**config.mk**
```make
export PLATFORM = sky130hd
export DESIGN_NAME = pvei_top
export DESIGN_NICKNAME = d
export VERILOG_FILES = /design/src/pvei_top.v
export VERILOG_INCLUDE_DIRS = /design/src
export SDC_FILE = /design/constraint.sdc
export NUM_CORES = 2
export LEC_CHECK = 0
export BUFFER_PORTS_ARGS = -buffer_cell sky130_fd_sc_hd__buf_2
export CAP_MARGIN = 0
export CORE_MARGIN = 2
export CORE_UTILIZATION = 50
export CTS_CLUSTER_DIAMETER = 50
export CTS_CLUSTER_SIZE = 30
export DETAILED_ROUTE_END_ITERATION = 16
export MAX_ROUTING_LAYER = met4
export PLACE_DENSITY = 0.67
export SKIP_LAST_GASP = 1
export SLEW_MARGIN = 25
export SYNTH_ARGS = -nofsm -noshare
export SYNTH_HDL_FRONTEND = slang
export SYNTH_SLANG_ARGS = --single-unit
```
**constraint.sdc**
```tcl
create_clock -name clk_i -period 19.9 [get_ports clk_i]
set_input_delay 2.985 -clock clk_i [delete_from_list [all_inputs] [get_ports clk_i]]
set_output_delay 2.985 -clock clk_i [all_outputs]
set_load 0.01 [all_outputs]
```
**src/pvei_consts.vh**
```
// constants for the printer video engine interface
`ifndef PVEI_CONSTS_VH
`define PVEI_CONSTS_VH
// ************************************************************
// register byte offsets
// ************************************************************
`define PVEI_REG_CTRL    8'h00
`define PVEI_REG_STAT    8'h04
`define PVEI_REG_MARGIN  8'h08
`define PVEI_REG_LINELEN 8'h0c
`define PVEI_REG_MADR    8'h10
`define PVEI_REG_MCNT    8'h14
`define PVEI_REG_CADR    8'h18
`define PVEI_REG_CCNT    8'h1c
`define PVEI_REG_PEL     8'h20
// ************************************************************
// control fields and reset values
// ************************************************************
`define PVEI_CTRL_EN     0
`define PVEI_CTRL_STR_LO 1
`define PVEI_CTRL_STR_HI 2
`define PVEI_CTRL_GREY   3
`define PVEI_CTRL_SHM_LO 4
`define PVEI_CTRL_SHM_HI 5
`define PVEI_CTRL_RST    8'h00
`define PVEI_STAT_URUN   2
`define PVEI_STR_1       2'h0
`define PVEI_STR_2       2'h1
`define PVEI_SHM_PIX     2'h0
`define PVEI_SHM_INV     2'h1
// ************************************************************
// sizes
// ************************************************************
`define PVEI_FIFO_DEPTH  4'h8
`define PVEI_BURST_MAX   24'h000010
`define PVEI_BURST_WORDS 4'h4
`define PVEI_WORD_BITS   6'h20
`define PVEI_WORD_BYTES  32'h00000004
`endif

```
**src/pvei_top.v**
```verilog
// printer video engine interface: wishbone regs, video dma, fifo, serialiser
//
// Our own choices: the register addresses and the Wishbone interface to the registers.
`timescale 1ns/1ps
`default_nettype none
`include "pvei_consts.vh"
module pvei_top (
   input  wire        clk_i,
   input  wire        sys_rst_i,
   input  wire [7:0]  wb_adr_i,
   input  wire [31:0] wb_dat_i,
   input  wire [3:0]  wb_sel_i,
   input  wire        wb_we_i,
   input  wire        wb_stb_i,
   input  wire        wb_cyc_i,
   output reg  [31:0] wb_dat_o,
   output reg         wb_ack_o,
   output reg         dma_req_o,
   output reg  [31:0] dma_adr_o,
   output reg  [4:0]  dma_len_o,
   input  wire        dma_gnt_i,
   input  wire [31:0] dma_rdata_i,
   input  wire        dma_rvalid_i,
   output reg         dma_rready_o,
   input  wire        pixel_clock_in_i,
   input  wire        line_sync_in_i,
   input  wire        page_sync_in_i,
   output reg  [3:0]  video_o,
   output reg         shift_clock_out_o
);
   localparam D_IDLE = 2'h0, D_REQ = 2'h1, D_DATA = 2'h2;
   localparam V_IDLE = 2'h0, V_WAITL = 2'h1, V_HSKIP = 2'h2, V_ACT = 2'h3;

   function [31:0] merge;
      input [31:0] old;
      input [31:0] nw;
      input [3:0]  sel;
      integer i;
      begin
         for (i = 0; i < 4; i = i + 1) begin
            merge[i*8 +: 8] = sel[i] ? nw[i*8 +: 8] : old[i*8 +: 8];
         end
      end
   endfunction

   function [2:0] ones4;
      input [3:0] v;
      begin
         ones4 = {2'h0, v[0]} + {2'h0, v[1]} + {2'h0, v[2]} + {2'h0, v[3]};
      end
   endfunction

   // ************************************************************
   // pin synchronisers
   // ************************************************************
   reg [2:0] pix_r, lsy_r, psy_r;
   always @(posedge clk_i or posedge sys_rst_i) begin
      if (sys_rst_i) begin
         pix_r <= 3'h0;
         lsy_r <= 3'h0;
         psy_r <= 3'h0;
      end else begin
         pix_r <= {pix_r[1:0], pixel_clock_in_i};
         lsy_r <= {lsy_r[1:0], line_sync_in_i};
         psy_r <= {psy_r[1:0], page_sync_in_i};
      end
   end
   // edges look only at stages two and three
   wire pix_edge  = pix_r[1] & ~pix_r[2];
   wire line_edge = lsy_r[1] & ~lsy_r[2];
   wire page_edge = psy_r[1] & ~psy_r[2];

   // ************************************************************
   // registers
   // ************************************************************
   reg  [7:0]  ctrl_r;
   reg  [31:0] margin_r, linelen_r, pel_r;
   reg  [31:0] m_adr_r, c_adr_r;
   reg  [23:0] m_cnt_r, c_cnt_r;
   reg         m_val_r, c_val_r, urun_r;
   reg  [1:0]  dst_r, vst_r;
   reg  [3:0]  fcnt_r;
   reg  [1:0]  bcnt_r;
   wire        wb_req = wb_cyc_i & wb_stb_i & ~wb_ack_o;
   wire        wb_wr  = wb_req & wb_we_i;
   wire [1:0]  streams = ctrl_r[`PVEI_CTRL_STR_HI:`PVEI_CTRL_STR_LO];
   wire [1:0]  shmode  = ctrl_r[`PVEI_CTRL_SHM_HI:`PVEI_CTRL_SHM_LO];
   wire        enable  = ctrl_r[`PVEI_CTRL_EN];
   wire        grey    = ctrl_r[`PVEI_CTRL_GREY];
   wire [31:0] ctrl_w  = merge({24'h0, ctrl_r}, wb_dat_i, wb_sel_i);
   reg  [31:0] rd_nxt;
   always @* begin
      case (wb_adr_i)
         `PVEI_REG_CTRL:    rd_nxt = {24'h0, ctrl_r};
         `PVEI_REG_STAT:    rd_nxt = {20'h0, fcnt_r, bcnt_r, vst_r, urun_r,
                                      c_val_r, m_val_r};
         `PVEI_REG_MARGIN:  rd_nxt = margin_r;
         `PVEI_REG_LINELEN: rd_nxt = linelen_r;
         `PVEI_REG_MADR:    rd_nxt = m_adr_r;
         `PVEI_REG_MCNT:    rd_nxt = {8'h0, m_cnt_r};
         `PVEI_REG_CADR:    rd_nxt = c_adr_r;
         `PVEI_REG_CCNT:    rd_nxt = {8'h0, c_cnt_r};
         `PVEI_REG_PEL:     rd_nxt = pel_r;
         default:           rd_nxt = 32'h0;
      endcase
   end
   always @(posedge clk_i or posedge sys_rst_i) begin
      if (sys_rst_i) begin
         wb_ack_o  <= 1'b0;
         wb_dat_o  <= 32'h0;
         ctrl_r    <= `PVEI_CTRL_RST;
         margin_r  <= 32'h0;
         linelen_r <= 32'h0;
      end else begin
         wb_ack_o <= wb_req;
         wb_dat_o <= wb_req ? rd_nxt : 32'h0;
         if (wb_wr && wb_adr_i == `PVEI_REG_CTRL)
            ctrl_r <= ctrl_w[7:0];
         if (wb_wr && wb_adr_i == `PVEI_REG_MARGIN)
            margin_r <= merge(margin_r, wb_dat_i, wb_sel_i);
         if (wb_wr && wb_adr_i == `PVEI_REG_LINELEN)
            linelen_r <= merge(linelen_r, wb_dat_i, wb_sel_i);
      end
   end

   // ************************************************************
   // video dma with chaining
   // ************************************************************
   reg  [31:0] buf0_r, buf1_r;
   reg  [2:0]  wleft_r;
   wire [23:0] blen = (m_cnt_r > `PVEI_BURST_MAX) ? `PVEI_BURST_MAX
                                                  : m_cnt_r;
   wire        room = ({2'h0, bcnt_r} + fcnt_r + `PVEI_BURST_WORDS)
                      <= `PVEI_FIFO_DEPTH;
   wire        take_in = dma_rvalid_i & dma_rready_o & (dst_r == D_DATA);
   wire        last_w  = take_in & (wleft_r == 3'h1);
   wire [31:0] madr_w = merge(m_adr_r, wb_dat_i, wb_sel_i);
   wire [31:0] mcnt_w = merge({8'h0, m_cnt_r}, wb_dat_i, wb_sel_i);
   wire [31:0] ccnt_w = merge({8'h0, c_cnt_r}, wb_dat_i, wb_sel_i);
   always @(posedge clk_i or posedge sys_rst_i) begin
      if (sys_rst_i) begin
         dst_r     <= D_IDLE;
         dma_req_o <= 1'b0;
         dma_adr_o <= 32'h0;
         dma_len_o <= 5'h0;
         wleft_r   <= 3'h0;
         m_adr_r   <= 32'h0;
         m_cnt_r   <= 24'h0;
         m_val_r   <= 1'b0;
         c_adr_r   <= 32'h0;
         c_cnt_r   <= 24'h0;
         c_val_r   <= 1'b0;
      end else begin
         case (dst_r)
            D_IDLE: begin
               if (enable && m_val_r && room) begin
                  dst_r     <= D_REQ;
                  dma_req_o <= 1'b1;
                  dma_adr_o <= m_adr_r;
                  dma_len_o <= blen[4:0];
                  wleft_r   <= blen[4:2] + {2'h0, |blen[1:0]};
               end
            end
            D_REQ: begin
               if (dma_gnt_i) begin
                  dma_req_o <= 1'b0;
                  dst_r     <= D_DATA;
               end
            end
            D_DATA: begin
               if (take_in)
                  wleft_r <= wleft_r - 3'h1;
               if (last_w) begin
                  dst_r   <= D_IDLE;
                  m_adr_r <= m_adr_r + {27'h0, dma_len_o};
                  if (m_cnt_r == {19'h0, dma_len_o}) begin
                     m_adr_r <= c_adr_r;
                     m_cnt_r <= c_cnt_r;
                     m_val_r <= c_val_r;
                     c_val_r <= 1'b0;
                  end else begin
                     m_cnt_r <= m_cnt_r - {19'h0, dma_len_o};
                  end
               end
            end
            default: dst_r <= D_IDLE;
         endcase
         // loads go only to an idle master or to the chain pair
         if (wb_wr && dst_r == D_IDLE) begin
            if (wb_adr_i == `PVEI_REG_MADR)
               m_adr_r <= madr_w;
            if (wb_adr_i == `PVEI_REG_MCNT) begin
               m_cnt_r <= mcnt_w[23:0];
               m_val_r <= |mcnt_w[23:0];
            end
         end
         if (wb_wr && wb_adr_i == `PVEI_REG_CADR)
            c_adr_r <= merge(c_adr_r, wb_dat_i, wb_sel_i);
         if (wb_wr && wb_adr_i == `PVEI_REG_CCNT) begin
            c_cnt_r <= ccnt_w[23:0];
            c_val_r <= |ccnt_w[23:0];
         end
      end
   end

   // ************************************************************
   // two-entry buffer and eight-word video fifo
   // ************************************************************
   reg  [31:0] fmem [0:7];
   reg  [2:0]  wp_r, rp_r;
   wire        b2f  = (bcnt_r != 2'h0) && (fcnt_r != `PVEI_FIFO_DEPTH);
   wire        fpop;
   wire [1:0]  bcnt_nxt = bcnt_r + {1'b0, take_in} - {1'b0, b2f};
   always @(posedge clk_i or posedge sys_rst_i) begin
      if (sys_rst_i) begin
         buf0_r       <= 32'h0;
         buf1_r       <= 32'h0;
         bcnt_r       <= 2'h0;
         dma_rready_o <= 1'b0;
         wp_r         <= 3'h0;
         rp_r         <= 3'h0;
         fcnt_r       <= 4'h0;
      end else begin
         if (b2f)
            buf0_r <= buf1_r;
         if (take_in) begin
            if (bcnt_r == 2'h0 || (bcnt_r == 2'h1 && b2f)) begin
               buf0_r <= dma_rdata_i;
            end else begin
               buf1_r <= dma_rdata_i;
            end
         end
         bcnt_r       <= bcnt_nxt;
         dma_rready_o <= bcnt_nxt != 2'h2; // stall reaches the memory
         if (b2f) begin
            fmem[wp_r] <= buf0_r;
            wp_r       <= wp_r + 3'h1;
         end
         if (fpop)
            rp_r <= rp_r + 3'h1;
         fcnt_r <= fcnt_r + {3'h0, b2f} - {3'h0, fpop};
      end
   end

   // ************************************************************
   // serialiser on pixel clock edges
   // ************************************************************
   reg  [31:0] sh_r;
   reg  [5:0]  shn_r;
   reg  [15:0] lines_r, dots_r;
   reg         act_r;
   wire        fempty = (fcnt_r == 4'h0);
   wire        need   = (shn_r == 6'h0);
   wire        in_act = (vst_r == V_ACT) & pix_edge;
   assign fpop = in_act & need & ~fempty;
   wire [31:0] cur = need ? (fempty ? 32'h0 : fmem[rp_r]) : sh_r;
   wire [2:0]  w   = (streams == `PVEI_STR_1) ? 3'h1 :
                     (streams == `PVEI_STR_2) ? 3'h2 : 3'h4;
   wire [3:0]  bits = (w == 3'h1) ? {3'h0, cur[31]} :
                      (w == 3'h2) ? {2'h0, cur[31:30]} : cur[31:28];
   wire [15:0] step = (grey && w == 3'h4) ? 16'h1 : {13'h0, w};
   wire [2:0]  blk  = (grey && w == 3'h4) ? {2'h0, |bits} : ones4(bits);
   wire        pel_clr = wb_wr && wb_adr_i == `PVEI_REG_PEL;
   wire        urun_set = in_act & need & fempty;
   wire        urun_clr = wb_wr && wb_adr_i == `PVEI_REG_STAT &&
                          wb_sel_i[0] && wb_dat_i[`PVEI_STAT_URUN];
   always @(posedge clk_i or posedge sys_rst_i) begin
      if (sys_rst_i) begin
         vst_r   <= V_IDLE;
         sh_r    <= 32'h0;
         shn_r   <= 6'h0;
         lines_r <= 16'h0;
         dots_r  <= 16'h0;
         act_r   <= 1'b0;
         video_o <= 4'h0;
         pel_r   <= 32'h0;
         urun_r  <= 1'b0;
         shift_clock_out_o <= 1'b0;
      end else begin
         // a dry fifo in the clearing cycle keeps the flag set
         urun_r <= urun_set | (urun_r & ~urun_clr);
         pel_r <= (pel_clr ? 32'h0 : pel_r) +
                  ((in_act && !(need && fempty)) ? {29'h0, blk} : 32'h0);
         case (vst_r)
            V_IDLE: begin
               act_r <= 1'b0;
               if (enable && page_edge) begin
                  vst_r   <= V_WAITL;
                  lines_r <= 16'h0;
               end
            end
            V_WAITL: begin
               if (line_edge) begin
                  if (lines_r < margin_r[31:16]) begin
                     lines_r <= lines_r + 16'h1;
                  end else begin
                     vst_r  <= V_HSKIP;
                     dots_r <= 16'h0;
                     shn_r  <= 6'h0;
                  end
               end
            end
            V_HSKIP: begin
               if (dots_r >= margin_r[15:0]) begin
                  vst_r  <= V_ACT;
                  dots_r <= 16'h0;
               end else if (pix_edge)
                  dots_r <= dots_r + 16'h1;
            end
            V_ACT: begin
               if (pix_edge) begin
                  video_o <= bits;
                  act_r   <= 1'b1;
                  sh_r    <= cur << w;
                  shn_r   <= (need ? `PVEI_WORD_BITS : shn_r) - {3'h0, w};
                  dots_r  <= dots_r + step;
                  if (dots_r + step >= linelen_r[15:0])
                     vst_r <= V_WAITL;
               end
            end
            default: vst_r <= V_IDLE;
         endcase
         if (vst_r != V_ACT && pix_edge) begin
            act_r   <= 1'b0;
            video_o <= 4'h0;
         end
         if (!enable) begin
            vst_r <= V_IDLE;
         end else if (page_edge && vst_r != V_IDLE) begin
            vst_r   <= V_WAITL;
            lines_r <= 16'h0;
         end
         // 4 bits per edge gives the widest rate the sampled clock allows
         case (shmode)
            `PVEI_SHM_PIX: shift_clock_out_o <= act_r & pix_r[2];
            `PVEI_SHM_INV: shift_clock_out_o <= act_r & ~pix_r[2];
            default:       shift_clock_out_o <= act_r;
         endcase
      end
   end
endmodule
`default_nettype wire

```
==> results.py <==
metrics = {
    "logic_synthesis": {
        "ys_types": 93,
        "synth_nets": 3100,
        "syn_area_um2": 34800,
        "avgSynthCellArea_um2": 11.9,
        "synth_fa_ha_area_frac": 0.0373,
        "async_flop_share": 0.642,
        "yosysWarningCount": 0,
        "synth_top_family_by_area": "compound AO/OA/AOI/OAI gates",
        "synth-edff-count": 256,
        "synthFlopType": "dfrtp_1",
        "synth-compound-area-share": 0.131,
        "netlist_instances": 2915,
        "synth_seq_area_share": 0.551,
        "synth-simple-area-share": 0.105,
        "synth_xor_area_frac": 0.0171,
        "ys_seq_elements": 715,
        "synth.area.mux_share": 0.126,
    },
    "place": {
        "io_buffers": 162,
        "dp_hpwl_um": 67000,
        "gp_congestion": 0.946,
    },
    "routing": {
        "drcViolationCount": 0,
        "ant_nets": 0,
        "wl_um": 97200,
        "via_per_inst": 6.19,
        "vias": 25019,
        "drt_iter0_markers": 2178,
        "drtPass1Iterations": 6,
        "wl_per_cell_um": 24.1,
    },
    "cts": {
        "clockBufferDepth": 3,
        "insertion_delay_ps": 650,
        "h-tree-depth": 3,
        "post_cts_buffers": 0,
        "root_buffer": "clkbuf_16",
        "cts_tree": "done",
        "clk_pin_slew_ps": 80,
        "ctsResizeCount": 0,
        "cts_buffers": 82,
        "cts_sinks": 715,
        "hold_buffers": 0,
    },
    "sta": {
        "hold_violations": 0,
        "finalMaxSlewViolations": 0,
        "setup-violations-final": 0,
        "worstMarginPinSlew_ps": 1080,
        "slew_headroom": 0.275,
        "fin_crit_sh": 0.329,
        "fin_hold_ws_ps": 341,
        "rsz0062_at_grt": "no",
        "finClkSkew_ps": 32.6,
        "period_needed_ps": 6540,
        "final.setup.tns_ps": 0,
        "max_freq_ghz": 0.153,
    },
    "setup_path": {
        "r2r-start": "rp_r[0]",
        "crit_type": "reg -> reg",
        "crit_slowest_cell": "dfrtp_4",
        "worstRegToRegCells": 21,
        "crit_start": "rp_r[0]",
        "cp.depth": 21,
        "path_cells": "buf_4 > mux4_2 > mux2_2 > a22oi_1 > nor2_1 > a21oi_1 > fa_1 > inv_1 > ha_1 > a21oi_1 > nor3b_1 > ha_1 > inv_1 > fa_1 > nor2b_1 > nor2_1 > nor4_2 > and4b_1 > nor2b_1 > xnor2_1 > nor2_1",
        "slowest_delay_ps": 870,
        "crit_buf_inv": 3,
        "startpoint_type": "flop",
        "cpMostUsedCell": "nor2_1",
        "endpoint_kind": "flop",
        "path_max_fanout": 34,
        "cp_top_family": "simple AND/OR/NAND/NOR gates",
        "crit_required_ps": 20420,
        "arrival_ps": 7060,
    },
    "grt": {
        "grt_use_met3": 0.0380,
        "grt_util_met2": 0.481,
        "gr-total-overflow": 0,
        "met1_usage": 0.348,
        "grt_start_max_net_pins": 190,
        "top_usage_layer": "met2",
        "grt_pass1_vias": 25500,
        "grt_pass1_wl_um": 151000,
        "groute.usage.overall": 0.284,
        "antenna_found_initial": 4,
    },
    "final_layout": {
        "fill_cells": 5697,
        "nets": 3222,
        "area_growth_syn_to_layout_pct": 13.6,
        "final_common_cell": "dfrtp_1",
        "drive_gt1_frac": 0.218,
        "final_cell_mix": "dfrtp_1 (457), edfxtp_1 (256), nand2_1 (211), o21ai_0 (211), mux2_2 (185)",
    },
    "flow_run": {
        "maxCapViolCount": 0,
    },
    "floorplan": {
        "pin_count": 163,
        "die_h_um": 268,
        "die_w_um": 268,
        "initial_utilization": 0.506,
        "core_um2": 68700,
        "die_area_um2": 71700,
        "row_count": 96,
    },
    "pwr": {
        "power_leakage_nw": 16.5,
        "ir_drop_mv": 0.0940,
        "cellPowerDensity_nw_per_um2": 106,
    },
    "status": {
        "status": "complete, no violations",
    },
    "min_path": {
        "hold_path.class": "reg -> reg",
        "hold_depth": 0,
        "min_from": "lsy_r[0]",
    },
}
-- cells in the mapped netlist, types with 11 or more instances --
cell        n  area share
a211oi_1   20      0.0043
a21o_1     14      0.0030
a21oi_1   117       0.017
a221oi_1   46       0.012
a22oi_1    88       0.019
a31oi_1    14      0.0025
and2_1     24      0.0043
and3_1     24      0.0043
and4_1     12      0.0030
buf_1      17      0.0018
buf_2      17      0.0024
clkbuf_1  130       0.014
dfrtp_1   459        0.33
edfxtp_1  256        0.22
ha_1       91       0.033
inv_1     103       0.011
mux2_2    185       0.060
mux2i_1    68       0.020
mux4_2     72       0.047
nand2_1   211       0.023
nand3_1   101       0.015
nand4_1    27      0.0049
nor2_1    169       0.018
nor2b_1    16      0.0029
nor3_1     44      0.0063
nor3b_1    11      0.0024
nor4_1     20      0.0036
o21a_1     14      0.0030
o21ai_0   211       0.030
o221ai_1   11      0.0028
o22ai_1    23      0.0041
o31ai_1    19      0.0041
or3_1      27      0.0049
xnor2_1    32      0.0081
xor2_1     36      0.0091
-- layout make-up --
type                    instances  area (µm²)  area share
diodes                          4        10.0    0.000253
clock buffers                  93        2170      0.0550
clock inverters                58         749      0.0190
inverters                     105         402      0.0102
multi-input cells            1923       14600       0.370
flip-flops and latches        715       19200       0.485
well taps                     931        1160      0.0295
repair buffers                210        1230      0.0310
-- cell families (layout without fill, tap and decap cells) --
logic type | Yosys count | in the layout
muxes | 325 | 325
AOI/OAI and AO/OA | 692 | 692
and+or+nand+nor | 739 | 739
xor gates and xnor gates | 68 | 68
other | 0 | 4
adders and majority gates | 99 | 99
buffers and inverters | 277 | 466
DFF | 715 | 715
-- where the power goes --
part,internal [mW],switching (mW)
clock,0.895,0.699
combinational,0.259,0.369
sequential,1.80,0.184
-- flip-flops by register name, summed over array words and instances, names as in the netlist, 4 cells and up --
register and cells:
buf0_r 32, dots_r 16, dma_adr_o 32, wb_dat_o 32, m_adr_r 32, video_o 4
sh_r 32, fmem 256, fcnt_r 4, linelen_r 32, dma_len_o 5, shn_r 6
buf1_r 32, c_cnt_r 24, c_adr_r 32, m_cnt_r 24, pel_r 32, ctrl_r 8
margin_r 32, lines_r 16
-- stage by stage --
step	total power [mW]	setup slack, ps	utilization	instance area, µm²	instances
final	4.21	13360	0.575	39500	4039
after global routing	4.39	12860	0.575	39500	4038
after CTS	4.23	13310	0.574	39500	4033
after detailed placement	2.64	12830	0.532	36500	3882
after global placement	2.59	12890	0.531	36500	3882
after floorplan	2.39	2840	-	34800	2915
-- final timing paths --
kind                                to  slack [ps]
max in group asynchronous  wb_dat_o[8]       15110
hold reg to reg               lsy_r[1]         340
hold / removal                lsy_r[1]         340
setup / recovery             pel_r[26]       13360
setup reg to reg             pel_r[26]       13360
min in group asynchronous   buf1_r[16]        2430
-- layer usage --
metal	part of all wire	up-vias	wire, µm
li1	-	11254	-
met1	0.40	12631	38700
met2	0.51	911	49300
met3	0.055	223	5340
met4	0.040	0	3860
met5	0	-	0
Note: power is estimated with default switching activity, not from simulation.
